<file path="config.mk">
export PLATFORM = sky130hd
export DESIGN_NAME = lane_steer
export DESIGN_NICKNAME = d
export VERILOG_FILES = /design/src/include/lane_steer_pkg.sv /design/src/hdl/lane_steer.sv
export SDC_FILE = /design/constraint.sdc
export NUM_CORES = 1
export LEC_CHECK = 0
export BUFFER_PORTS_ARGS = -buffer_cell sky130_fd_sc_hd__buf_2
export CAP_MARGIN = 40
export CORE_MARGIN = 3
export CORE_UTILIZATION = 61
export DETAILED_ROUTE_END_ITERATION = 12
export PLACE_DENSITY = 0.88
export SETUP_SLACK_MARGIN = 0.05
export SYNTH_ARGS = -nofsm -noshare
export SYNTH_HDL_FRONTEND = slang
export SYNTH_SLANG_ARGS = --single-unit
</file>
<file path="constraint.sdc">
create_clock -name MCLK -period 8.8 [get_ports MCLK]
set_clock_uncertainty 0.15 [all_clocks]
set_input_delay 1.76 -clock MCLK [delete_from_list [all_inputs] [get_ports MCLK]]
set_output_delay 1.76 -clock MCLK [all_outputs]
set_load 0.01 [all_outputs]
</file>
<file path="src/include/lane_steer_pkg.sv">
// Purpose: shared constants and types for the static memory byte lane steering block
// Assumes: 32-bit internal bus, banks of 8, 16 or 32 bits
// Notes:   little-endian steering only
package lane_steer_pkg;
  localparam logic [1:0] WIDTH_8   = 2'h0;
  localparam logic [1:0] WIDTH_16  = 2'h1;
  localparam logic [1:0] WIDTH_32  = 2'h2;
  localparam logic [1:0] SIZE_BYTE = 2'h0;
  localparam logic [1:0] SIZE_HALF = 2'h1;
  localparam logic [1:0] SIZE_WORD = 2'h2;
  localparam logic [3:0] LANES_ALL = 4'hF;
  localparam logic [3:0] LANES_OFF = 4'h0;
  localparam logic [31:0] DATA_RST = 32'h0;

  typedef struct packed {
    logic [1:0] size;
    logic [1:0] addr;
    logic [1:0] width;
  } req_s;

  typedef enum logic [3:0] {
    ST_IDLE = 4'b0001,
    ST_RD   = 4'b0010,
    ST_WR   = 4'b0100,
    ST_DONE = 4'b1000
  } state_e;
endpackage

</file>
<file path="src/hdl/lane_steer.sv">
// Purpose: byte lane selects, write lane drive enables and read assembly
// Assumes: one external transfer completes per cycle that EXT_ACK is high
// Notes:   transfers issue in ascending external address order
`timescale 1ns/1ps
module lane_steer
  import lane_steer_pkg::*;
(
  input  wire logic        MCLK,
  input  wire logic        RST,
  input  wire logic        REQ_VALID,
  input  wire logic        REQ_WRITE,
  input  wire req_s        REQ,
  input  wire logic        READ_LANE_SELECT_ENABLE,
  input  wire logic [31:0] INT_WRITE_DATA,
  input  wire logic [31:0] EXT_DATA_BUS,
  input  wire logic        EXT_ACK,
  output logic             REQ_READY,
  output logic             EXT_STROBE,
  output logic [1:0]       EXT_ADDRESS,
  output logic [3:0]       BYTE_LANE_SELECT_N,
  output logic [3:0]       WRITE_LANE_DRIVE_EN_N,
  output logic [31:0]      EXT_WRITE_DATA,
  output logic [31:0]      INT_READ_DATA,
  output logic             RDATA_VALID
);

  state_e      state_r;
  req_s        req_r;
  logic [1:0]  beat_r;
  logic [1:0]  last_r;
  logic [31:0] hold_r;
  logic        read_lane_select_enable_r;

  // number of external transfers minus one
  function automatic logic [1:0] beats(input req_s q);
    if (q.width == WIDTH_8)
      return (q.size == SIZE_WORD) ? 2'h3 : (q.size == SIZE_HALF) ? 2'h1 : 2'h0;
    else if (q.width == WIDTH_16)
      return (q.size == SIZE_WORD) ? 2'h1 : 2'h0;
    return 2'h0;
  endfunction

  // external address of a transfer
  function automatic logic [1:0] ext_addr(input req_s q, input logic [1:0] b);
    if (q.width == WIDTH_8) begin
      if (q.size == SIZE_WORD) return b;
      if (q.size == SIZE_HALF) return {q.addr[1], b[0]};
      return q.addr;
    end
    if (q.width == WIDTH_16) begin
      if (q.size == SIZE_WORD) return {b[0], 1'b0};
      return {q.addr[1], 1'b0};
    end
    return 2'h0;
  endfunction

  // merge one transfer into the holding word
  function automatic logic [31:0] merge(input req_s q, input logic [1:0] a,
                                        input logic [31:0] d, input logic [31:0] h);
    logic [31:0] r;
    r = h;
    unique case (q.width)
      WIDTH_8: r[a*8 +: 8] = d[7:0];
      WIDTH_16: begin
        if (q.size == SIZE_BYTE)
          r[q.addr*8 +: 8] = q.addr[0] ? d[15:8] : d[7:0];
        else
          r[a[1]*16 +: 16] = d[15:0];
      end
      default: r = d;
    endcase
    return r;
  endfunction

  // lanes written for the request on a given width
  function automatic logic [3:0] wr_lanes(input req_s q);
    logic [3:0] m;
    m = (q.size == SIZE_WORD) ? 4'hF : (q.size == SIZE_HALF) ? 4'h3 : 4'h1;
    if (q.width == WIDTH_8) return 4'h1;
    if (q.width == WIDTH_16) return (q.size == SIZE_BYTE) ? (4'h1 << q.addr[0]) : 4'h3;
    return (q.size == SIZE_WORD) ? m : m << {q.addr[1], (q.size == SIZE_BYTE) & q.addr[0]};
  endfunction

  wire logic [1:0] cur_addr = ext_addr(req_r, beat_r);
  // address of the first transfer of a request being taken
  wire logic [1:0]  first_addr = ext_addr(REQ, 2'h0);
  wire logic [15:0] ext_low    = EXT_DATA_BUS[15:0];

  always_ff @(posedge MCLK) begin
    if (RST) begin
      state_r <= ST_IDLE;
    end else begin
      unique case (state_r)
        ST_IDLE: if (REQ_VALID) state_r <= REQ_WRITE ? ST_WR : ST_RD;
        ST_RD:   if (EXT_ACK && beat_r == last_r) state_r <= ST_DONE;
        ST_WR:   if (EXT_ACK && beat_r == last_r) state_r <= ST_IDLE;
        ST_DONE: state_r <= ST_IDLE;
      endcase
    end
  end

  always_ff @(posedge MCLK) begin
    if (RST) begin
      req_r  <= '0;
      read_lane_select_enable_r <= 1'b0;
      last_r <= 2'h0;
    end else if (state_r == ST_IDLE && REQ_VALID) begin
      req_r  <= REQ;
      read_lane_select_enable_r <= READ_LANE_SELECT_ENABLE;
      last_r <= beats(REQ);
    end
  end

  always_ff @(posedge MCLK) begin
    if (RST || state_r == ST_IDLE) begin
      beat_r <= 2'h0;
    end else if (EXT_ACK && beat_r != last_r) begin
      beat_r <= beat_r + 2'h1;
    end
  end

  always_ff @(posedge MCLK) begin
    if (RST || state_r == ST_IDLE) begin
      hold_r <= DATA_RST;
    end else if (state_r == ST_RD && EXT_ACK) begin
      hold_r <= merge(req_r, cur_addr, EXT_DATA_BUS, hold_r);
    end
  end

  always_ff @(posedge MCLK) begin
    if (RST) begin
      INT_READ_DATA <= DATA_RST;
      RDATA_VALID   <= 1'b0;
    end else begin
      RDATA_VALID <= state_r == ST_RD && EXT_ACK && beat_r == last_r;
      if (state_r == ST_RD && EXT_ACK && beat_r == last_r)
        INT_READ_DATA <= merge(req_r, cur_addr, EXT_DATA_BUS, hold_r);
    end
  end

  always_ff @(posedge MCLK) begin
    if (RST) begin
      REQ_READY  <= 1'b1;
      EXT_STROBE <= 1'b0;
      EXT_ADDRESS <= 2'h0;
    end else begin
      REQ_READY  <= (state_r == ST_IDLE && !REQ_VALID) || state_r == ST_DONE ||
                    (state_r == ST_WR && EXT_ACK && beat_r == last_r);
      EXT_STROBE <= (state_r == ST_IDLE && REQ_VALID) ||
                    ((state_r == ST_RD || state_r == ST_WR) &&
                     !(EXT_ACK && beat_r == last_r));
      if (state_r == ST_IDLE && REQ_VALID)
        EXT_ADDRESS <= ext_addr(REQ, 2'h0);
      else if (EXT_ACK && beat_r != last_r)
        EXT_ADDRESS <= ext_addr(req_r, beat_r + 2'h1);
    end
  end

  always_ff @(posedge MCLK) begin
    if (RST) begin
      BYTE_LANE_SELECT_N <= LANES_ALL;
    end else if (state_r == ST_IDLE && REQ_VALID) begin
      if (REQ_WRITE)
        BYTE_LANE_SELECT_N <= ~wr_lanes(REQ);
      else
        BYTE_LANE_SELECT_N <= READ_LANE_SELECT_ENABLE ? LANES_OFF : LANES_ALL;
    end else if ((state_r == ST_RD || state_r == ST_WR) && EXT_ACK && beat_r == last_r) begin
      BYTE_LANE_SELECT_N <= LANES_ALL;
    end
  end

  // every state, write included: every lane driven so nothing floats
  always_ff @(posedge MCLK) begin
    if (RST) begin
      WRITE_LANE_DRIVE_EN_N <= LANES_OFF;
      EXT_WRITE_DATA        <= DATA_RST;
    end else begin
      WRITE_LANE_DRIVE_EN_N <= LANES_OFF;
      if (state_r == ST_IDLE && REQ_VALID && REQ_WRITE) begin
        unique case (REQ.width)
          WIDTH_8:  EXT_WRITE_DATA <= {4{INT_WRITE_DATA[first_addr*8 +: 8]}};
          WIDTH_16: EXT_WRITE_DATA <= {2{INT_WRITE_DATA[first_addr[1]*16 +: 16]}};
          default:  EXT_WRITE_DATA <= INT_WRITE_DATA;
        endcase
      end else if (state_r == ST_WR && EXT_ACK && beat_r != last_r) begin
        if (req_r.width == WIDTH_8)
          EXT_WRITE_DATA <= {4{INT_WRITE_DATA[ext_addr(req_r, beat_r + 2'h1)*8 +: 8]}};
        else
          EXT_WRITE_DATA <= {2{INT_WRITE_DATA[31:16]}};
      end
    end
  end

  property p_read_lanes;
    @(posedge MCLK) disable iff (RST)
      (state_r == ST_IDLE && REQ_VALID && !REQ_WRITE) |=>
        BYTE_LANE_SELECT_N == (read_lane_select_enable_r ? LANES_OFF : LANES_ALL) [*1];
  endproperty
  a_read_lanes: assert property (p_read_lanes) else $error("read lane selects wrong");

  property p_read_hold;
    @(posedge MCLK) disable iff (RST)
      (state_r == ST_RD && !read_lane_select_enable_r) |-> BYTE_LANE_SELECT_N == LANES_ALL;
  endproperty
  a_read_hold: assert property (p_read_hold) else $error("lane select asserted on 8-bit read");

  property p_no_float;
    @(posedge MCLK) disable iff (RST) WRITE_LANE_DRIVE_EN_N == LANES_OFF;
  endproperty
  a_no_float: assert property (p_no_float) else $error("external lane left floating");

  property p_beats8;
    @(posedge MCLK) disable iff (RST)
      (state_r == ST_RD && req_r.width == WIDTH_8 && req_r.size == SIZE_WORD) |->
        last_r == 2'h3;
  endproperty
  a_beats8: assert property (p_beats8) else $error("8-bit word not four transfers");

  property p_half8;
    @(posedge MCLK) disable iff (RST)
      (state_r == ST_RD && req_r.width == WIDTH_8 && req_r.size == SIZE_HALF) |->
        EXT_ADDRESS[1] == req_r.addr[1];
  endproperty
  a_half8: assert property (p_half8) else $error("8-bit halfword address wrong");

  property p_valid_end;
    @(posedge MCLK) disable iff (RST)
      RDATA_VALID |-> $past(state_r == ST_RD && beat_r == last_r && EXT_ACK);
  endproperty
  a_valid_end: assert property (p_valid_end) else $error("read data returned early");

  property p_wide32;
    @(posedge MCLK) disable iff (RST)
      (state_r == ST_RD && req_r.width == WIDTH_32 && EXT_ACK) |=>
        RDATA_VALID && INT_READ_DATA == $past(EXT_DATA_BUS);
  endproperty
  a_wide32: assert property (p_wide32) else $error("32-bit read not straight");

  property p_beats16;
    @(posedge MCLK) disable iff (RST)
      (state_r == ST_RD && req_r.width == WIDTH_16) |->
        last_r == ((req_r.size == SIZE_WORD) ? 2'h1 : 2'h0);
  endproperty
  a_beats16: assert property (p_beats16) else $error("16-bit transfer count wrong");

  property p_lanes_on;
    @(posedge MCLK) disable iff (RST)
      (state_r == ST_RD && read_lane_select_enable_r) |-> BYTE_LANE_SELECT_N == LANES_OFF;
  endproperty
  a_lanes_on: assert property (p_lanes_on) else $error("wide read lane high");

  property p_wr_lanes;
    @(posedge MCLK) disable iff (RST)
      (state_r == ST_WR) |-> BYTE_LANE_SELECT_N == ~wr_lanes(req_r);
  endproperty
  a_wr_lanes: assert property (p_wr_lanes) else $error("write lane selects wrong");

  property p_addr8w;
    @(posedge MCLK) disable iff (RST)
      (state_r == ST_RD && req_r.width == WIDTH_8 && req_r.size == SIZE_WORD) |->
        EXT_ADDRESS == beat_r;
  endproperty
  a_addr8w: assert property (p_addr8w) else $error("8-bit word address wrong");

  property p_byte8;
    @(posedge MCLK) disable iff (RST)
      (state_r == ST_RD && req_r.width == WIDTH_8 && req_r.size == SIZE_BYTE) |->
        EXT_ADDRESS == req_r.addr;
  endproperty
  a_byte8: assert property (p_byte8) else $error("8-bit byte address wrong");

  property p_addr16;
    @(posedge MCLK) disable iff (RST)
      (state_r == ST_RD && req_r.width == WIDTH_16) |->
        EXT_ADDRESS == ((req_r.size == SIZE_WORD) ? {beat_r[0], 1'b0} : {req_r.addr[1], 1'b0});
  endproperty
  a_addr16: assert property (p_addr16) else $error("16-bit address wrong");

  property p_half16;
    @(posedge MCLK) disable iff (RST)
      (state_r == ST_RD && req_r.width == WIDTH_16 && req_r.size == SIZE_HALF &&
       EXT_ACK) |=> INT_READ_DATA[16*req_r.addr[1] +: 16] == $past(ext_low);
  endproperty
  a_half16: assert property (p_half16) else $error("16-bit halfword lane wrong");

  property p_byte16;
    @(posedge MCLK) disable iff (RST)
      (state_r == ST_RD && req_r.width == WIDTH_16 && req_r.size == SIZE_BYTE &&
       EXT_ACK) |=> INT_READ_DATA[8*req_r.addr +: 8] ==
                    8'($past(ext_low) >> (8 * req_r.addr[0]));
  endproperty
  a_byte16: assert property (p_byte16) else $error("16-bit byte lane wrong");

  property p_pulse;
    @(posedge MCLK) disable iff (RST)
      RDATA_VALID |=> !RDATA_VALID;
  endproperty
  a_pulse: assert property (p_pulse) else $error("read valid longer than one cycle");
endmodule

</file>
Word level (Yosys, flattened, before mapping)
Cells that the tools add are included.
- logic and storage cells: 246
- bits in registers: 119
- bits in read-only memories: 0
- output and inout port bits: 77
- bits in writable memories: 0
- latch bits: 0
- bits of input ports: 76
- memories kept: 0
- equality and inequality tests: 15
- magnitude comparators: 0
- bitwise logic cells: 2
- divide/modulo/power cells: 0
- shift-type cells: 11
- add/sub/neg operators: 4
- reduce and logical (&&, ||, !) cells: 28
- mux-type cells: 172
- $mul: 0
- operators by type and width (kind ; number):
    two-way mux 32 bit ; 4
    case mux 32 bit (2 select lines) ; 2
    two-way mux 2 bit ; 56
    negation 5 -> 34 bit ; 3
    bitwise mux 32 bit ; 3
    two-way mux 1 bit ; 87
    two-way mux 4 bit ; 17
    variable shift 8 x 34 -> 32 bit (first input constant) ; 2
    variable part select 8 x 34 -> 32 bit ; 2
    variable part select 32 x 6 -> 8 bit ; 2
    variable shift 16 x 34 -> 32 bit (first input constant) ; 1
    variable part select 16 x 34 -> 32 bit ; 1
    variable part select 32 x 6 -> 16 bit ; 1
    case mux 4 bit (4 select lines) ; 1
    logical AND 1 bit ; 13
    == test 2 x 1 -> 1 bit (second input constant) ; 4
    zero test 2 bit ; 4
    two-way mux 8 bit ; 1
    nonzero test 2 bit ; 3
    logical OR 1 bit ; 5
    == test 2 bit (second input constant) ; 2
    == test 4 x 1 -> 1 bit (second input constant) ; 1
    == test 4 x 2 -> 1 bit (second input constant) ; 1
    == test 4 x 3 -> 1 bit (second input constant) ; 1
    13 further kinds ; 15

Longest topological paths before layout
- depth after elaboration: 26
- gate-level depth with buffers: 15
- mapped depth without buffers: 11

Worst setup path after synthesis
No wires, ideal clock.
- path type: input to register
- start point: input REQ[4] in the netlist's numbering
- end point: register EXT_WRITE_DATA[25]
- cell stages on the path: 11
- buffers on the path: 3
- arrival: 3651 ps
- data required time: 8518 ps
- setup slack: 4866 ps
- setup time: 132 ps
- path through: inv_1 > ha_1 > buf_2 > nor2_1 > nand3_1 > buf_2 > buf_2 > mux2i_1 > mux2_2 > o2bb2a_1 > or3b_2
- word-level cells in the longest chain between the ends: 15
- elaborated cells on any way between the ends: 22
- those cells by class: eq/ne: 2; shift: 2; mux: 18
- ends and longest elaborated chain (element ; RTL line ; RTL):
    start, declared ; lane_steer.sv:12 ; input wire req_s REQ,
    == test 2 x 1 -> 1 bit ; lane_steer.sv:47 ; if (q.size == SIZE_HALF) return {q.addr[1], b[0]};
    two-way mux 1 bit (2 in a row) ; lane_steer.sv:47 ;
    two-way mux 1 bit ; lane_steer.sv:45 ; if (q.width == WIDTH_8) begin
    two-way mux 2 bit ; lane_steer.sv:48 ; return q.addr;
    two-way mux 2 bit ; lane_steer.sv:47 ;
    two-way mux 2 bit ; lane_steer.sv:45 ;
    two-way mux 2 bit ; lane_steer.sv:51 ; if (q.size == SIZE_WORD) return {b[0], 1'b0};
    two-way mux 2 bit ; lane_steer.sv:52 ; return {q.addr[1], 1'b0};
    two-way mux 2 bit ; lane_steer.sv:50 ; if (q.width == WIDTH_16) begin
    two-way mux 2 bit ; lane_steer.sv:54 ; return 2'h0;
    two-way mux 2 bit (*) ; lane_steer.sv:50 ;
    variable part select 32 x 6 -> 16 bit or variable part select 32 x 6 -> 8 bit (tied branches) ; lane_steer.sv:182, lane_steer.sv:181 ;
    case mux 32 bit (2 select lines) (*) ; lane_steer.sv:180 ; unique case (REQ.width)
    two-way mux 32 bit (*) ; lane_steer.sv:179 ; if (state_r == ST_IDLE && REQ_VALID && REQ_WRITE) begin
    end signal, assigned ; lane_steer.sv:181 ; WIDTH_8: EXT_WRITE_DATA <= {4{INT_WRITE_DATA[first_addr*8 +: 8]}};
    end signal, assigned ; lane_steer.sv:182 ; WIDTH_16: EXT_WRITE_DATA <= {2{INT_WRITE_DATA[first_addr[1]*16 +: 16]}};
    end signal, assigned ; lane_steer.sv:187 ; EXT_WRITE_DATA <= {4{INT_WRITE_DATA[ext_addr(req_r, beat_r + 2'h1)*8 +: 8]}};
    end, declared ; lane_steer.sv:22 ; output logic [31:0] EXT_WRITE_DATA,
Every way passes the cells marked *; elsewhere a longest branch is shown, timed or not. The select of a mux whose other input is x is not followed.
A chain may end at the register's enable or synchronous reset.

Final worst setup path
- start point: register req_r[5] in the netlist's numbering
- end point: register hold_r[17]
- word-level cells in the longest chain between the ends: 17
- elaborated cells on any way between the ends: 29
- those cells by class: add/sub: 2; eq/ne: 2; shift: 4; mux: 20; reduce/logical: 1
- ends and longest elaborated chain (element ; RTL line ; RTL):
    start, declared ; lane_steer.sv:28 ; req_s req_r;
    start signal, assigned ; lane_steer.sv:104 ; req_r <= '0;
    start signal, assigned ; lane_steer.sv:108 ; req_r <= REQ;
    == test 2 x 1 -> 1 bit ; lane_steer.sv:47 ;
    two-way mux 1 bit (2 in a row) ; lane_steer.sv:47 ;
    two-way mux 1 bit ; lane_steer.sv:45 ;
    two-way mux 2 bit ; lane_steer.sv:48 ;
    two-way mux 2 bit ; lane_steer.sv:47 ;
    two-way mux 2 bit ; lane_steer.sv:45 ;
    two-way mux 2 bit ; lane_steer.sv:51 ;
    two-way mux 2 bit ; lane_steer.sv:52 ;
    two-way mux 2 bit ; lane_steer.sv:50 ;
    two-way mux 2 bit ; lane_steer.sv:54 ;
    two-way mux 2 bit ; lane_steer.sv:50 ;
    negation 5 -> 34 bit ; lane_steer.sv:68 ; r[a[1]*16 +: 16] = d[15:0];
    variable part select 16 x 34 -> 32 bit or variable shift 16 x 34 -> 32 bit (tied branches) ; lane_steer.sv:68 ;
    bitwise mux 32 bit ; lane_steer.sv:68 ;
    two-way mux 32 bit ; lane_steer.sv:65 ; if (q.size == SIZE_BYTE)
    case mux 32 bit (2 select lines) (*) ; lane_steer.sv:62 ; unique case (q.width)
    end signal, assigned ; lane_steer.sv:126 ; hold_r <= merge(req_r, cur_addr, EXT_DATA_BUS, hold_r);
    end, declared ; lane_steer.sv:31 ; logic [31:0] hold_r;
Marks and branches as above.

==> out/qor.yml <==
setup_viol_count_final: 0
dp.cells: 1286
status: "finished clean"
fin_area_mm2: 0.00934
final_cell_mix: "149 x buf_2, 119 x dfxtp_1, 112 x nor2_1, 91 x nand2_1, 90 x o21ai_0"
fillers: 961
drtIter0Drc: 1449
arrival_ps: 4630
synth-xor-area-share_pct: 0.881
port-buffer-count: 148
synth_compound_area_share_pct: 33.8
post_dp_cell_area_mm2: 0.00875
cp-start-kind: "flip-flop"
cts_tree: "built"
io_pins: 153
yosys_warnings: 0
cts_made_buffers: 17
vias_per_cell: 6.84
ir_drop_mv: 0.172
clk_pin_slew_ps: 50
yosysTopAreaCellShare_pct: 29.9
slew_headroom_pct: 39.4
vias: 9016
grt_pass1_wl_mm: 41.0
num_rows: 41
hold_viol: 0
avgSynthCellArea_um2: 7.74
drive_gt1_share_pct: 20.5
design.die.area_mm2: 0.0145
synth_edf_count: 0
synthAdderAreaFrac_pct: 1.89
crit_fanout: 21
synthMuxAreaShare_pct: 7.28
yosysSeqAreaShare_pct: 29.9
final_common_cell: "buf_2"
core_mm2: 0.0127
grtUsageMet3_pct: 6.92
yosysTopAreaCell: "dfxtp_1"
leakagePower_nw: 4.00
power_density_mw_per_mm2: 175
track_usage_pct: 34.7
post-route-period-util_pct: 50.8
power_w: 0.00163
netlist_top_cells_area: "dfxtp_1 30%, o21ai_0 5.7%, mux2i_1 5.4%"
antenna_found_initial: 0
layout_min_cycle_time_ps: 4470
routedWlPerCell_um: 19.6
synth-simple-area-share_pct: 20.2
grt_pass1_vias: 8159
drc: 0
gr-total-overflow: 0
synthCells: 1028
clock-sinks: 119
ctsResizeCount: 0
worst-path-buf-inv: 1
grtUsageMet2_pct: 53.3
syn_area_mm2: 0.00796
fin_tns_setup_ps: 0
hold_class: "reg2reg"
critical_path_class: "reg2reg"
maxCapViolCount: 0
grt_max_degree: 65
drt-total-wl_mm: 25.8
clock_path_buffers: 2
ys_types: 67
maxSlewViolCount: 0
slowest_stage: "nor2_2"
rsz0062_at_grt: "no"
areaGrowthSynthToFinish_pct: 17.3
die_w_um: 120
synth_top_family_by_area: "compound AO/OA/AOI/OAI gates"
cts_hold_buf: 0
start_util_pct: 62.8
synth_async_sr_flop_share_pct: 0
clk_latency_ps: 420
worst_ep_required_time_ps: 8960
grt_util_met1_pct: 46.6
post_cts_buffers: 0
top_usage_layer: "met2"
gp_congestion: 0.968
worst_path_largest_cell_delay_ps: 630
ant_nets: 0
max_freq_ghz: 0.224
cp_cell_sequence: "nor2b_1 -> o21ai_2 -> nor2_2 -> inv_2 -> ha_1 -> nor2_1 -> and3_1 -> a22o_1 -> nand2_1 -> a311oi_1"
n_antenna_cell: 0
dp_hpwl_mm: 16.8
htree_levels: 4
cp-end-kind: "flip-flop"
ys.flop_type: "dfxtp_1"
dieHeight_um: 120
worst_pin_slew_ps: 907
first_pass_iters: 10
nets: 1221
ys_ff_latch: 119
critical-path-top-delay-family: "simple AND/OR/NAND/NOR gates"
root_buffer: "clkbuf_16"
layoutNonFillerInstCount: 1318
-- metrics by stage --
stage          utilization [%]  hold WS (ps)  setup slack, ps
2_1_floorplan                -           295             4870
3_3_place_gp              68.5           290             4340
3_5_place_dp              69.0           299             4290
4_1_cts                   73.7           306             4500
5_1_grt                   73.7           343             4170
6_report                  73.7           310             4330
-- layout make-up --
type / instances / area (µm²) / area share (%)
Sequential cell: 119 / 2380 / 25.5
Clock buffer: 24 / 492 / 5.27
Tap cell: 172 / 215 / 2.31
Timing Repair Buffer: 171 / 930 / 9.96
Inverter: 28 / 105 / 1.13
Multi-Input combinational cell: 796 / 5120 / 54.8
Clock inverter: 8 / 95.1 / 1.02
-- worst register-to-register path: stages (launching register included) --
cell	delay (ps)
dfxtp_1	390
nor2b_1	560
o21ai_2	400
nor2_2	640
inv_2	330
ha_1	320
nor2_1	560
and3_1	430
a22o_1	170
nand2_1	80
a311oi_1	330
-- per-layer routing --
metal / vias up / routed length [µm] / share of wire, %
met5: - / 0 / 0
met4: 0 / 1080 / 4.2
met3: 127 / 3110 / 12
met2: 686 / 11500 / 45
met1: 4128 / 10100 / 39
li1: 4075 / - / -
-- synthesized netlist by cell type (all sizes together), types with 4 or more instances --
library cell  number
dfxtp            119
nor2             114
o21ai             92
nand2             91
clkbuf            61
a21oi             47
mux2i             44
a22o              41
a311oi            29
nand3             29
buf               27
inv               27
a221oi            22
a31oi             21
and3              20
o211ai            19
a22oi             17
o22ai             17
a211oi            15
nand2b            14
ha                12
mux2              12
a21o              10
nor2b             10
o32ai              9
or2                9
or3                9
a221o              8
a211o              7
nor3               7
or4                7
a311o              6
o21bai             6
xnor2              6
nor3b              5
o2bb2a             5
or3b               5
and2               4
-- power breakdown --
part	switching [W]	internal (W)	total (W)
logic	0.000226	0.000130	0.000356
registers	0.0000213	0.000562	0.000583
clock network	0.000251	0.000444	0.000695
total	0.000497	0.00114	0.00163
-- worst paths after layout --
check / from / to / slack [ps] / cells after the start
worst max register to register: req_r[5]$_SDFFE_PP0P_ / hold_r[17]$_SDFFE_PP0P_ / 4330 / 10
worst min-delay path: INT_READ_DATA[23]$_SDFFE_PP0P_ / INT_READ_DATA[23]$_SDFFE_PP0P_ / 310 / 2
worst max-delay path: req_r[5]$_SDFFE_PP0P_ / hold_r[17]$_SDFFE_PP0P_ / 4330 / 10
worst min register to register: INT_READ_DATA[23]$_SDFFE_PP0P_ / INT_READ_DATA[23]$_SDFFE_PP0P_ / 310 / 2
-- flip-flops by register name, indices dropped and copies added, names as in the netlist, 4 cells and up --
signal              count
INT_READ_DATA          32
BYTE_LANE_SELECT_N      4
EXT_WRITE_DATA         32
hold_r                 32
state_r                 4
req_r                   6
-- logic make-up (layout without fill, tap and decap cells) --
logic type | Yosys count | in the layout
DFF | 119 | 119
muxes | 56 | 56
and+or+nand+nor | 336 | 336
other | 1 | 4
xor gates and xnor gates | 8 | 8
adders and majority gates | 12 | 12
AOI/OAI and AO/OA | 380 | 380
buffers and inverters | 116 | 231
Power figures use the tool's default switching activity.
